--- config.mk ---
export PLATFORM = sky130hd
export DESIGN_NAME = alc_limit_check
export DESIGN_NICKNAME = d
export VERILOG_FILES = /design/src/alc_pkg.sv /design/src/alc_limit_check.sv
export SDC_FILE = /design/constraint.sdc
export NUM_CORES = 1
export LEC_CHECK = 0
export BUFFER_PORTS_ARGS = -buffer_cell sky130_fd_sc_hd__buf_2
export CORE_ASPECT_RATIO = 1.5
export CORE_UTILIZATION = 47
export CTS_CLUSTER_DIAMETER = 200
export DETAILED_ROUTE_END_ITERATION = 16
export GPL_TIMING_DRIVEN = 0
export PLACE_DENSITY = 0.74
export SYNTH_ARGS = -nofsm -noshare
export SYNTH_HDL_FRONTEND = slang
export SYNTH_SLANG_ARGS = --single-unit
--- constraint.sdc ---
create_clock -name sys_clk -period 9.88 [get_ports sys_clk]
set_clock_uncertainty 0.2 [all_clocks]
set_input_delay 0.494 -clock sys_clk [delete_from_list [all_inputs] [get_ports sys_clk]]
set_output_delay 0.494 -clock sys_clk [all_outputs]
set_load 0.03 [all_outputs]
--- src/alc_pkg.sv ---
// Operation
// - temperature gain field is 15 bits, unsigned, bit 14 integer, bits 13:0 fraction
// - gain field resets to the unity code, leaving results unchanged
// - an all-zero gain code forces the corrected result to zero
// - corrected result equals raw times gain code divided by 16384; the code saturates results above 0xffff to 0xffff
// - each code step changes the gain factor by about 0.000061
// - gain correction applies only to temperature sensor conversions
// - a result below the low threshold sets the low-limit event
// - low event holds until a result exceeds threshold plus hysteresis
// - a result above the high threshold sets the high-limit event
// - high event holds until a result is below threshold minus hysteresis
// - consecutive results differing more than the limit set the step event
// - every event is reported in both interrupt flag registers
package alc_pkg;

    // byte addresses of the register map
    localparam logic [15:0] OFS_LOW_THR   = 16'h20a8;
    localparam logic [15:0] OFS_LOW_HYS   = 16'h20ac;
    localparam logic [15:0] OFS_HIGH_THR  = 16'h20b0;
    localparam logic [15:0] OFS_HIGH_HYS  = 16'h20b4;
    localparam logic [15:0] OFS_STEP_LIM  = 16'h20b8;
    localparam logic [15:0] OFS_GAIN_TRIM = 16'h2238;
    localparam logic [15:0] OFS_FLAGS_1   = 16'h20c0;
    localparam logic [15:0] OFS_MASK_1    = 16'h20c4;
    localparam logic [15:0] OFS_FLAGS_2   = 16'h20c8;
    localparam logic [15:0] OFS_MASK_2    = 16'h20cc;
    localparam logic [15:0] OFS_STATUS    = 16'h20d0;

    // field layout
    localparam int GAIN_W      = 15;
    localparam int GAIN_FRAC   = 14;
    localparam int RES_W       = 16;
    localparam int EV_W        = 3;
    localparam int EV_LOW      = 0;
    localparam int EV_HIGH     = 1;
    localparam int EV_STEP     = 2;
    localparam int ST_LOW_POS  = 0;
    localparam int ST_HIGH_POS = 1;
    localparam int ST_RES_POS  = 16;

    // reset values
    localparam logic [14:0] GAIN_RST  = 15'h4000;
    localparam logic [15:0] LIMIT_RST = 16'h0000;
    localparam logic [2:0]  EV_RST    = 3'h0;

    // one conversion arriving from the conversion path
    typedef struct packed {
        logic        valid;
        logic        temp_chan;
        logic [15:0] data;
    } alc_conv_t;

    // corrected result handed on
    typedef struct packed {
        logic        valid;
        logic [15:0] data;
    } alc_res_t;

endpackage : alc_pkg

--- src/alc_limit_check.sv ---
// The implementer's own choice: the address-and-strobe port.
module alc_limit_check #(
    parameter int ADDR_W = 16
) (
    input  wire logic              sys_clk,
    input  wire logic              rst,
    input  wire logic              clk_en,
    input  wire logic [ADDR_W-1:0] reg_addr,
    input  wire logic [31:0]       reg_wdata,
    input  wire logic              reg_wr,
    input  wire logic              reg_rd,
    output logic      [31:0]       reg_rdata,
    input  alc_pkg::alc_conv_t     conv_in,
    output alc_pkg::alc_res_t      res_out,
    output logic                   irq_first,
    output logic                   irq_second
);

    logic [14:0] gain_q;
    logic [15:0] low_thr_q;
    logic [15:0] low_hys_q;
    logic [15:0] high_thr_q;
    logic [15:0] high_hys_q;
    logic [15:0] step_lim_q;
    logic [2:0]  flags1_q;
    logic [2:0]  flags2_q;
    logic [2:0]  mask1_q;
    logic [2:0]  mask2_q;
    logic        low_state_q;
    logic        high_state_q;
    logic        have_prev_q;
    logic [15:0] prev_q;
    logic [31:0] rdata_q;
    alc_pkg::alc_res_t res_q;

    logic [15:0] corr;
    logic [16:0] low_release;
    logic [16:0] high_release;
    logic        below_low;
    logic        above_low_rel;
    logic        above_high;
    logic        below_high_rel;
    logic        step_err;
    logic        conv_take;
    logic [2:0]  ev_set;
    logic [2:0]  clr1;
    logic [2:0]  clr2;
    logic        wr_en;
    logic        rd_en;

    // raw times q1.14 code, saturated to 16 bits
    function automatic logic [15:0] apply_gain(
        input logic [15:0] raw,
        input logic [14:0] g
    );
        logic [30:0] prod;
        prod = 31'(raw) * 31'(g);
        if (prod[30]) begin
            apply_gain = 16'hffff;
        end else begin
            apply_gain = prod[29:14];
        end
    endfunction : apply_gain

    // unsigned distance between two results
    function automatic logic [15:0] abs_diff(
        input logic [15:0] a,
        input logic [15:0] b
    );
        if (a >= b) begin
            abs_diff = a - b;
        end else begin
            abs_diff = b - a;
        end
    endfunction : abs_diff

    // bus strobes qualified by the clock enable
    assign wr_en     = clk_en && reg_wr;
    assign rd_en     = clk_en && reg_rd;
    assign conv_take = clk_en && conv_in.valid;

    // gain only on the temperature channel; code zero gives zero naturally
    always_comb begin
        if (conv_in.temp_chan) begin
            corr = apply_gain(conv_in.data, gain_q);
        end else begin
            corr = conv_in.data;
        end
    end

    // unsigned compares; 17 bits so the margins cannot wrap
    assign low_release  = {1'b0, low_thr_q} + {1'b0, low_hys_q};
    assign high_release = {1'b0, high_thr_q} - {1'b0, high_hys_q};
    assign below_low      = corr < low_thr_q;
    assign above_low_rel  = {1'b0, corr} > low_release;
    assign above_high     = corr > high_thr_q;
    // release below a negative margin can never happen
    assign below_high_rel = !high_release[16]
                            && ({1'b0, corr} < high_release);
    assign step_err = have_prev_q
                      && (abs_diff(corr, prev_q) > step_lim_q);

    // one event vector feeds both flag registers
    always_comb begin
        ev_set = alc_pkg::EV_RST;
        if (conv_take) begin
            ev_set[alc_pkg::EV_LOW]  = below_low
                                       || (low_state_q && !above_low_rel);
            ev_set[alc_pkg::EV_HIGH] = above_high
                                       || (high_state_q && !below_high_rel);
            ev_set[alc_pkg::EV_STEP] = step_err;
        end
    end

    // write-one-to-clear requests
    always_comb begin
        clr1 = alc_pkg::EV_RST;
        clr2 = alc_pkg::EV_RST;
        if (wr_en && reg_addr == alc_pkg::OFS_FLAGS_1) begin
            clr1 = reg_wdata[alc_pkg::EV_W-1:0];
        end
        if (wr_en && reg_addr == alc_pkg::OFS_FLAGS_2) begin
            clr2 = reg_wdata[alc_pkg::EV_W-1:0];
        end
    end

    // limit and gain registers; only the low field is kept
    always_ff @(posedge sys_clk or posedge rst) begin
        if (rst) begin
            gain_q     <= alc_pkg::GAIN_RST;
            low_thr_q  <= alc_pkg::LIMIT_RST;
            low_hys_q  <= alc_pkg::LIMIT_RST;
            high_thr_q <= alc_pkg::LIMIT_RST;
            high_hys_q <= alc_pkg::LIMIT_RST;
            step_lim_q <= alc_pkg::LIMIT_RST;
        end else if (wr_en) begin
            unique case (reg_addr)
                alc_pkg::OFS_GAIN_TRIM: gain_q <= reg_wdata[14:0];
                alc_pkg::OFS_LOW_THR:   low_thr_q  <= reg_wdata[15:0];
                alc_pkg::OFS_LOW_HYS:   low_hys_q  <= reg_wdata[15:0];
                alc_pkg::OFS_HIGH_THR:  high_thr_q <= reg_wdata[15:0];
                alc_pkg::OFS_HIGH_HYS:  high_hys_q <= reg_wdata[15:0];
                alc_pkg::OFS_STEP_LIM:  step_lim_q <= reg_wdata[15:0];
                default: ;
            endcase
        end
    end

    // interrupt masks
    always_ff @(posedge sys_clk or posedge rst) begin
        if (rst) begin
            mask1_q <= alc_pkg::EV_RST;
            mask2_q <= alc_pkg::EV_RST;
        end else if (wr_en) begin
            if (reg_addr == alc_pkg::OFS_MASK_1) begin
                mask1_q <= reg_wdata[alc_pkg::EV_W-1:0];
            end
            if (reg_addr == alc_pkg::OFS_MASK_2) begin
                mask2_q <= reg_wdata[alc_pkg::EV_W-1:0];
            end
        end
    end

    // sticky flags: a set in the clearing cycle survives
    always_ff @(posedge sys_clk or posedge rst) begin
        if (rst) begin
            flags1_q <= alc_pkg::EV_RST;
            flags2_q <= alc_pkg::EV_RST;
        end else if (clk_en) begin
            flags1_q <= (flags1_q & ~clr1) | ev_set;
            flags2_q <= (flags2_q & ~clr2) | ev_set;
        end
    end

    // hysteresis states; a held state keeps re-setting its flag
    always_ff @(posedge sys_clk or posedge rst) begin
        if (rst) begin
            low_state_q  <= 1'b0;
            high_state_q <= 1'b0;
        end else if (conv_take) begin
            if (below_low) begin
                low_state_q <= 1'b1;
            end else if (above_low_rel) begin
                low_state_q <= 1'b0;
            end
            if (above_high) begin
                high_state_q <= 1'b1;
            end else if (below_high_rel) begin
                high_state_q <= 1'b0;
            end
        end
    end

    // previous result for the step check
    always_ff @(posedge sys_clk or posedge rst) begin
        if (rst) begin
            have_prev_q <= 1'b0;
            prev_q      <= 16'h0000;
        end else if (conv_take) begin
            have_prev_q <= 1'b1;
            prev_q      <= corr;
        end
    end

    // corrected result out, one cycle after the conversion
    always_ff @(posedge sys_clk or posedge rst) begin
        if (rst) begin
            res_q <= '0;
        end else if (clk_en) begin
            res_q.valid <= conv_in.valid;
            if (conv_in.valid) begin
                res_q.data <= corr;
            end
        end
    end

    // read data one cycle after the strobe, zero on other enabled cycles, held while the enable is low
    always_ff @(posedge sys_clk or posedge rst) begin
        if (rst) begin
            rdata_q <= 32'h0000_0000;
        end else if (clk_en) begin
            rdata_q <= 32'h0000_0000;
            if (reg_rd) begin
                unique case (reg_addr)
                    alc_pkg::OFS_GAIN_TRIM:
                        rdata_q <= {17'h0, gain_q};
                    alc_pkg::OFS_LOW_THR:
                        rdata_q <= {16'h0, low_thr_q};
                    alc_pkg::OFS_LOW_HYS:   rdata_q <= {16'h0, low_hys_q};
                    alc_pkg::OFS_HIGH_THR:  rdata_q <= {16'h0, high_thr_q};
                    alc_pkg::OFS_HIGH_HYS:  rdata_q <= {16'h0, high_hys_q};
                    alc_pkg::OFS_STEP_LIM:  rdata_q <= {16'h0, step_lim_q};
                    alc_pkg::OFS_FLAGS_1:   rdata_q <= {29'h0, flags1_q};
                    alc_pkg::OFS_MASK_1:    rdata_q <= {29'h0, mask1_q};
                    alc_pkg::OFS_FLAGS_2:   rdata_q <= {29'h0, flags2_q};
                    alc_pkg::OFS_MASK_2:    rdata_q <= {29'h0, mask2_q};
                    alc_pkg::OFS_STATUS: begin
                        rdata_q[alc_pkg::ST_LOW_POS]  <= low_state_q;
                        rdata_q[alc_pkg::ST_HIGH_POS] <= high_state_q;
                        rdata_q[alc_pkg::ST_RES_POS +: alc_pkg::RES_W]
                            <= res_q.data;
                    end
                    default: ;
                endcase
            end
        end
    end

    // outputs
    assign reg_rdata  = rdata_q;
    assign res_out    = res_q;
    assign irq_first  = |(flags1_q & mask1_q);
    assign irq_second = |(flags2_q & mask2_q);

    // zero gain on the temperature channel yields zero
    property p_gain_zero;
        @(posedge sys_clk) disable iff (rst)
        conv_take && conv_in.temp_chan && gain_q == 15'h0000
        |=> res_q.data == 16'h0000;
    endproperty
    a_gain_zero: assert property (p_gain_zero)
        else $error("zero gain did not give zero");

    // half-unity code 0x2000 halves the raw value
    property p_gain_half;
        @(posedge sys_clk) disable iff (rst)
        conv_take && conv_in.temp_chan && gain_q == 15'h2000
        |=> res_q.data == ($past(conv_in.data) >> 1);
    endproperty
    a_gain_half: assert property (p_gain_half)
        else $error("half gain result wrong");

    // other channels pass untouched whatever the gain
    property p_bypass;
        @(posedge sys_clk) disable iff (rst)
        conv_take && !conv_in.temp_chan
        |=> res_q.valid && res_q.data == $past(conv_in.data);
    endproperty
    a_bypass: assert property (p_bypass)
        else $error("non-temperature result altered");

    // gain field back at unity after reset
    property p_gain_reset;
        @(posedge sys_clk)
        $past(rst) |-> gain_q == alc_pkg::GAIN_RST;
    endproperty
    a_gain_reset: assert property (p_gain_reset)
        else $error("gain not unity after reset");

    // a low breach reaches both flag registers
    property p_low_set;
        @(posedge sys_clk) disable iff (rst)
        conv_take && corr < low_thr_q
        |=> low_state_q && flags1_q[alc_pkg::EV_LOW]
            && flags2_q[alc_pkg::EV_LOW];
    endproperty
    a_low_set: assert property (p_low_set)
        else $error("low breach not flagged");

    // inside the low band the state is held
    property p_low_hold;
        @(posedge sys_clk) disable iff (rst)
        conv_take && low_state_q && {1'b0, corr} <= low_release
        |=> low_state_q;
    endproperty
    a_low_hold: assert property (p_low_hold)
        else $error("low state released early");

    // a high breach reaches both flag registers
    property p_high_set;
        @(posedge sys_clk) disable iff (rst)
        conv_take && corr > high_thr_q
        |=> high_state_q && flags1_q[alc_pkg::EV_HIGH]
            && flags2_q[alc_pkg::EV_HIGH];
    endproperty
    a_high_set: assert property (p_high_set)
        else $error("high breach not flagged");

    // high state released only below the margin
    property p_high_release;
        @(posedge sys_clk) disable iff (rst)
        high_state_q ##1 !high_state_q |-> $past(conv_take)
            && {1'b0, $past(corr)} < $past(high_release);
    endproperty
    a_high_release: assert property (p_high_release)
        else $error("high state released without cause");

    // step error raised on an oversize jump
    property p_step;
        @(posedge sys_clk) disable iff (rst)
        conv_take && have_prev_q && (abs_diff(corr, prev_q) > step_lim_q)
        |=> flags1_q[alc_pkg::EV_STEP] && flags2_q[alc_pkg::EV_STEP];
    endproperty
    a_step: assert property (p_step)
        else $error("step error not flagged");

    // upper bits of the high threshold register read zero
    property p_rsvd;
        @(posedge sys_clk) disable iff (rst)
        rd_en && reg_addr == alc_pkg::OFS_HIGH_THR
        |=> reg_rdata[31:16] == 16'h0000 && reg_rdata[15:0] == high_thr_q;
    endproperty
    a_rsvd: assert property (p_rsvd)
        else $error("threshold readback wrong");

    // one code above unity adds one part in 16384
    property p_gain_step;
        @(posedge sys_clk) disable iff (rst)
        conv_take && conv_in.temp_chan && gain_q == 15'h4001
            && conv_in.data <= 16'hfff0
        |=> res_q.data == $past(conv_in.data) + ($past(conv_in.data) >> 14);
    endproperty
    a_gain_step: assert property (p_gain_step)
        else $error("unit gain step wrong");

    // a result above the low release point ends the low state
    property p_low_release;
        @(posedge sys_clk) disable iff (rst)
        conv_take && !below_low && {1'b0, corr} > low_release
        |=> !low_state_q;
    endproperty
    a_low_release: assert property (p_low_release)
        else $error("low state not released");

    // written ones clear flags when no conversion lands
    property p_flag_clear;
        @(posedge sys_clk) disable iff (rst)
        wr_en && reg_addr == alc_pkg::OFS_FLAGS_1 && !conv_take
        |=> (flags1_q & $past(reg_wdata[alc_pkg::EV_W-1:0]))
            == alc_pkg::EV_RST;
    endproperty
    a_flag_clear: assert property (p_flag_clear)
        else $error("flag not cleared by a written one");

    // a low enable freezes registers, flags and states alike
    property p_freeze;
        @(posedge sys_clk) disable iff (rst)
        !clk_en |=> $stable(gain_q) && $stable(low_hys_q)
            && $stable(flags1_q) && $stable(low_state_q);
    endproperty
    a_freeze: assert property (p_freeze)
        else $error("state moved with the enable low");

endmodule : alc_limit_check

==> results of run 1 <==
==> synthesized netlist by cell type, drive strengths merged (14+ instances only) <==
library cell	count	area, sq um
inv	344	1290
ha	233	2920
nand2	227	852
fa	183	3660
dfrtp	158	3950
and2	147	920
o21ai	126	631
a21oi	82	425
clkbuf	80	300
mux2	60	679
nor2	45	169
a21o	43	330
o22ai	32	200
nor3	30	155
a222oi	29	290
nand3	27	135
xor2	27	236
xnor2	25	219
nand4	24	150
nor2b	23	144
o21a	18	135
a211oi	17	145
and3	15	93.8
nor4	14	93.8
==> worst max-delay path: cells and delay by family (launching register included) <==
kind / cells / cell delay [ns]
adders and majority gates: 9 / 3.85
AOI/OAI and AO/OA: 20 / 3.38
and+or+nand+nor: 6 / 1.17
DFF: 1 / 0.47
buffers and inverters: 8 / 0.98
==> cell families (layout without fill, tap and decap cells) <==
group,count (synthesis),count (layout),synth area share (%)
AND/OR/NAND/NOR,591,591,15.5
XOR/XNOR,52,52,2.36
AO/OA/AOI/OAI,431,431,14.9
flip-flops,159,159,20.6
buffers and inverters,433,654,8.50
multiplexers,69,69,4.11
adder cells (fa/ha/maj),416,416,34.0
other,0,3,0
==> routing by layer <==
metal  track usage (%)  vias up
li1                  -     7671
met1              35.5     8537
met2              57.9      751
met3              3.92      261
met4              26.4        2
met5                 0        -
==> final timing paths <==
kind                            endpoint  cells past startpoint
max reg2reg                  flags2_q[2]                     43
min in group asynchronous  reg_rdata[22]                      3
min                        step_lim_q[6]                      3
max in group asynchronous      gain_q[5]                      4
max                          flags2_q[2]                     43
min reg2reg                  have_prev_q                      1
==> timing repair <==
item	4_1_cts	5_1_grt
endpoints found under the setup margin	8	2
hold buffers	1	0
resized for setup	139	90
pin swaps	40	51
setup buffers	63	31
hold endpoints to repair	58	0
cloned	0	0
==> through the flow <==
step	worst slack [ns]	TNS, ns	cells	power [uW]	hold WS, ns
CTS	-0.318	-0.633	2847	1890	0.102
global placement	-2.28	-5.09	2757	1140	0.252
detailed placement	-2.33	-5.30	2758	1140	0.257
floorplan	0.0181	0	2151	984	0.235
global route	-0.612	-1.22	2878	2000	0.137
finish	-0.306	-0.609	2881	1920	0.121
==> cell type report <==
class                      instances  area (sq um)  area share [%]
inverter                         345          1330            5.87
multi-input combinational       1559         14300            63.2
clock buffer                      18           429            1.89
timing repair buffer             196          1320            5.83
sequential                       159          4000            17.6
antenna                            3          7.51          0.0331
buffer                            81           448            1.98
tap                              506           633            2.79
clock inverter                    14           174           0.767
==> power by group through the flow <==
stage / logic (uW) / registers (uW) / clock network, uW
2_1_floorplan: 284 / 700 / 0
3_3_place_gp: 449 / 686 / 0
3_5_place_dp: 457 / 686 / 0
4_1_cts: 522 / 674 / 698
5_1_grt: 599 / 675 / 722
6_report: 558 / 674 / 691
==> state kept, by name (all words and copies together) (netlist names) <==
signal,cells
reg_rdata,32
high_hys_q,16
high_thr_q,16
low_hys_q,16
low_thr_q,16
prev_q,16
step_lim_q,16
gain_q,15
flags1_q,3
flags2_q,3
mask1_q,3
mask2_q,3
have_prev_q,1
high_state_q,1
low_state_q,1
res_out,1
==> run_results.csv, run 1 <==
group,metric,value,unit
clock_network,cts_buffer_depth,2,
pwr,comb_power_share,29.0,%
route,dr_wl_met3,4050,um
route,met1_length,23500,um
route,wl_per_cell,23.5,um
status,violations,"negative setup slack",
timing,fin_crit,10.19,ns
logic_synthesis,synthesis.nets,2638,
floorplan,dieArea,42000,sq um
flow_run,drv_cap,0,
pwr,p_per_area,84.8,nW/um^2
floorplan,rows,90,
floorplan,dieHeight,250,um
route,routed_wl,67800,um
worst_setup_path,worst_setup_path_end_kind,"flip-flop",
route,routed_via_density,5.98,
floorplan,initial_utilization,47.8,%
timing,setup_violations,2,
finish,syn2layout_area_growth,17.3,%
pwr,switchingPower,664,uW
logic_synthesis,yosys_register_bits,159,
finish,final_area,22700,sq um
global_routing,grt_util_all_layers,32.9,%
global_routing,overflow,0,
timing,slew_violations,0,
timing,final.period_utilization,103,%
pwr,p_int,1260,uW
logic_synthesis,yosys_warnings,0,
finish,layout_common_cells,"324 x inv_1, 224 x nand2_1, 217 x ha_1, 179 x fa_1, 144 x dfrtp_1",
worst_setup_path,crit_path_start,"gain_q[5]",
placement,portBuffers,100,
timing,worst_slack,-0.306,ns
timing,hold_viol,0,
worst_setup_path,crit_arrival,10.33,ns
worst_setup_path,slowest_delay,0.58,ns
pwr,switching_share,34.5,%
floorplan,die_w,168,um
timing,tightestPinTransition,1.26,ns
finish,fill_cells,3546,
clock_network,path_clk_slew,0.07,ns
logic_synthesis,syn-cell-area,19300,sq um
worst_setup_path,crit_slowest_cell,"fa_1",
worst_setup_path,rrSetupSlack,-0.31,ns
clock_network,cts_inserted_buffers,17,
floorplan,core,40400,sq um
pwr,pwr-share-seq,35.1,%
pwr,p_leak,0.0113,uW
global_routing,grt_max_degree,101,
clock_network,clock-sinks,159,
finish,final_util,56.1,%
logic_synthesis,synth_cell_type_count,80,
worst_hold_path,min-delay-path-class,"input pin to flip-flop",
status,status,"finished with violations",
route,routed.top_layer,"met5",
placement,place_area,20500,sq um
route,first_iter_violations,1273,
worst_setup_path,worst_r2r_startpoint,"gain_q[5]",
global_routing,grt_pass1_vias,18000,
worst_setup_path,cp_data_required_time,10.03,ns
logic_synthesis,synthArstFlopShare,100,%
clock_network,clk-insertion-delay-late,0.46,ns
floorplan,ios,122,
route,first_pass_iters,5,
route,vias,17200,
pwr,clkPwrFrac,35.9,%
worst_setup_path,critPathMaxFanout,8,
finish,nets,2846,
logic_synthesis,synth_edf_count,0,
worst_setup_path,start_kind,"flip-flop",
route,ant_nets,0,
logic_synthesis,synthCells,2151,
logic_synthesis,synthFlopType,"dfrtp_1",
clock_network,h-tree-depth,4,
route,drc_errors,0,
logic_synthesis,syn_avg_cell_area,8.99,sq um
pwr,ir_drop,0.115,mV
timing,rsz0062_at_grt,"yes",
clock_network,cts_root_buf,"clkbuf_16",
placement,routabilityCongestion,0.999,
placement,hpwl,52500,um
logic_synthesis,yosysSeqAreaShare,20.6,%
route,met2_length,34000,um
finish,drive_above_1_share,18.9,%
clock_network,cts_tree,"yes",
finish,final_common_cell,"inv_1",
timing,relSlewSlack,15.2,%
timing,fmax,98.2,MHz
global_routing,antenna_found_initial,2,
worst_setup_path,criticalPathCategory,"flip-flop to flip-flop",
worst_hold_path,worstHoldStart,"reg_wdata[6]",
global_routing,grt_pass1_wl,103000,um
Note: power is estimated with default switching activity, not from simulation.
==> run 2: changes to the inputs <==
==> constraint.sdc (replaced) <==
create_clock -name sys_clk -period 9.88 [get_ports sys_clk]
set_clock_uncertainty 0.2 [all_clocks]
set_input_delay 1.976 -clock sys_clk [delete_from_list [all_inputs] [get_ports sys_clk]]
set_output_delay 1.976 -clock sys_clk [all_outputs]
set_load 0.03 [all_outputs]
==> run 2 against run 1 <==
  * The flow still finishes with violations (negative setup slack)
  * Routed wire length fell by 5.3%
  * Worst hold slack improved by 0.18 ns
  * Core utilization down 0.77 points
  * Critical endpoint is now flags1_q[2]
  * Largest power group is now sequential cells
  * Highest routed layer unchanged
==> run_results.csv, run 2 (synthesis gave the netlist of run 1 again) <==
group,metric,value,unit
finish,largest_reg_flops,32,
worst_setup_path,crit_slowest_cell,"fa_1",
timing,setup_violations,2,
route,routed_wl,64200,um
worst_setup_path,worst_setup_path_end_kind,"flip-flop",
route,first_pass_iters,6,
route,routed_via_density,5.88,
flow_run,drv_cap,0,
clock_network,cts_inserted_buffers,17,
worst_hold_path,min_path_cells,1,
worst_setup_path,worst_r2r_startpoint,"gain_q[9]",
finish,finalNonFillerCells,2839,
floorplan,initial_utilization,47.8,%
placement,hpwl,52500,um
global_routing,overflow,0,
worst_setup_path,start_kind,"input pin",
global_routing,grt_util_all_layers,31.3,%
clock_network,clock-sinks,159,
clock_network,clk-insertion-delay-late,0.46,ns
route,ant_nets,0,
worst_setup_path,reg2regPathDepth,42,
worst_setup_path,crit_arrival,11.49,ns
floorplan,rows,90,
pwr,p_leak,0.0112,uW
worst_setup_path,criticalPathCategory,"input pin to flip-flop",
finish,drive_above_1_share,16.4,%
timing,relSlewSlack,13.8,%
route,drc_errors,0,
timing,fmax,88.2,MHz
clock_network,cts_root_buf,"clkbuf_16",
global_routing,grt_max_degree,99,
timing,slew_violations,0,
worst_setup_path,slowest_delay,0.58,ns
status,violations,"negative setup slack",
finish,nets,2806,
worst_setup_path,r2r_end,"flags1_q[2]",
worst_hold_path,min_to,"have_prev_q",
floorplan,die_w,168,um
route,first_iter_violations,1323,
placement,portBuffers,100,
worst_setup_path,rrSetupSlack,-1.01,ns
global_routing,grt_pass1_wl,98500,um
floorplan,ios,122,
clock_network,cts_buffer_depth,2,
finish,final_common_cell,"inv_1",
route,vias,16700,
worst_setup_path,cp_data_required_time,10.03,ns
clock_network,path_clk_slew,0.07,ns
finish,syn2layout_area_growth,15.7,%
timing,tightestPinTransition,1.28,ns
finish,fill_cells,3608,
pwr,p_per_area,84.2,nW/um^2
pwr,ir_drop,0.136,mV
timing,rsz0062_at_grt,"yes",
timing,hold-worst-slack,0.299,ns
timing,worst_slack,-1.46,ns
timing,final.period_utilization,115,%
finish,layout_common_cells,"325 x inv_1, 224 x nand2_1, 221 x ha_1, 180 x fa_1, 158 x dfrtp_1",
pwr,finalPower,1880,uW
route,wl_per_cell,22.6,um
clock_network,h-tree-depth,4,
floorplan,dieArea,42000,sq um
timing,fin_crit,11.34,ns
worst_hold_path,worstHoldStart,"have_prev_q",
floorplan,dieHeight,250,um
floorplan,core,40400,sq um
timing,hold_viol,0,
worst_hold_path,min-delay-path-class,"flip-flop to flip-flop",
global_routing,antenna_found_initial,3,
clock_network,cts_tree,"yes",
worst_setup_path,critPathMaxFanout,10,
status,status,"finished with violations",
placement,routabilityCongestion,0.993,
global_routing,grt_pass1_vias,17300,
placement,dp_cells,2758,
clock_network,hold_buffers,0,
run 2: worst max-delay path by stage:
| stage | start | to | cells past startpoint |
|---|---|---|---|
| 3_5_place_dp | conv_in[5] | flags1_q[2] | 42 |
| 3_3_place_gp | conv_in[5] | flags2_q[2] | 42 |
| 5_1_grt | conv_in[6] | flags1_q[2] | 46 |
| 4_1_cts | conv_in[6] | flags1_q[2] | 46 |
| 2_1_floorplan | conv_in[6] | flags1_q[2] | 44 |
| 6_report | conv_in[12] | flags1_q[2] | 43 |
run 2: per-layer routing:
metal	part of all wire, %	routed length (um)	GRT usage, %
met1	37	23400	34.6
met2	51	33000	56.9
met3	4.7	3040	2.99
met4	7.3	4690	20.5
met5	0.019	12	0
run 2: final cells by class:
type / instances / area, sq um / area share [%]
clock buffer: 19 / 443 / 1.98
multi-input combinational: 1559 / 14300 / 64.1
buffer: 87 / 507 / 2.27
sequential: 159 / 3980 / 17.8
timing repair buffer: 150 / 1000 / 4.48
inverter: 345 / 1340 / 5.98
tap: 506 / 633 / 2.83
antenna: 1 / 2.50 / 0.0112
clock inverter: 13 / 125 / 0.560
run 2: what timing repair did:
item	4_1_cts	5_1_grt
endpoints found under the setup margin	8	8
setup buffers	40	7
gates cloned	1	0
pin swaps	47	41
gates resized for setup	107	49
run 2: critical path: cells and delay by family:
family	cells	cell delay [ns]
AND/OR/NAND/NOR	6	1.13
buffers and inverters	8	1.02
adder cells (fa/ha/maj)	9	3.76
AO/OA/AOI/OAI	20	3.57
run 2: per-stage QoR:
| step | setup slack (ns) | util (%) | setup TNS [ns] | area (sq um) |
|---|---|---|---|---|
| after floorplan | -1.06 | - | -2.12 | 19600 |
| after global routing | -1.72 | 55.3 | -3.43 | 22400 |
| after detailed placement | -2.96 | 51.4 | -11.26 | 20800 |
| after CTS | -1.51 | 54.8 | -3.01 | 22100 |
| after global placement | -2.86 | 51.4 | -10.62 | 20800 |
| final | -1.46 | 55.3 | -2.91 | 22400 |
run 2: report_power, final:
part,internal [uW],total [uW],switching (uW)
Clock,358,653,295
Combinational,215,556,341
Sequential,661,674,12.9
Total,1230,1880,649
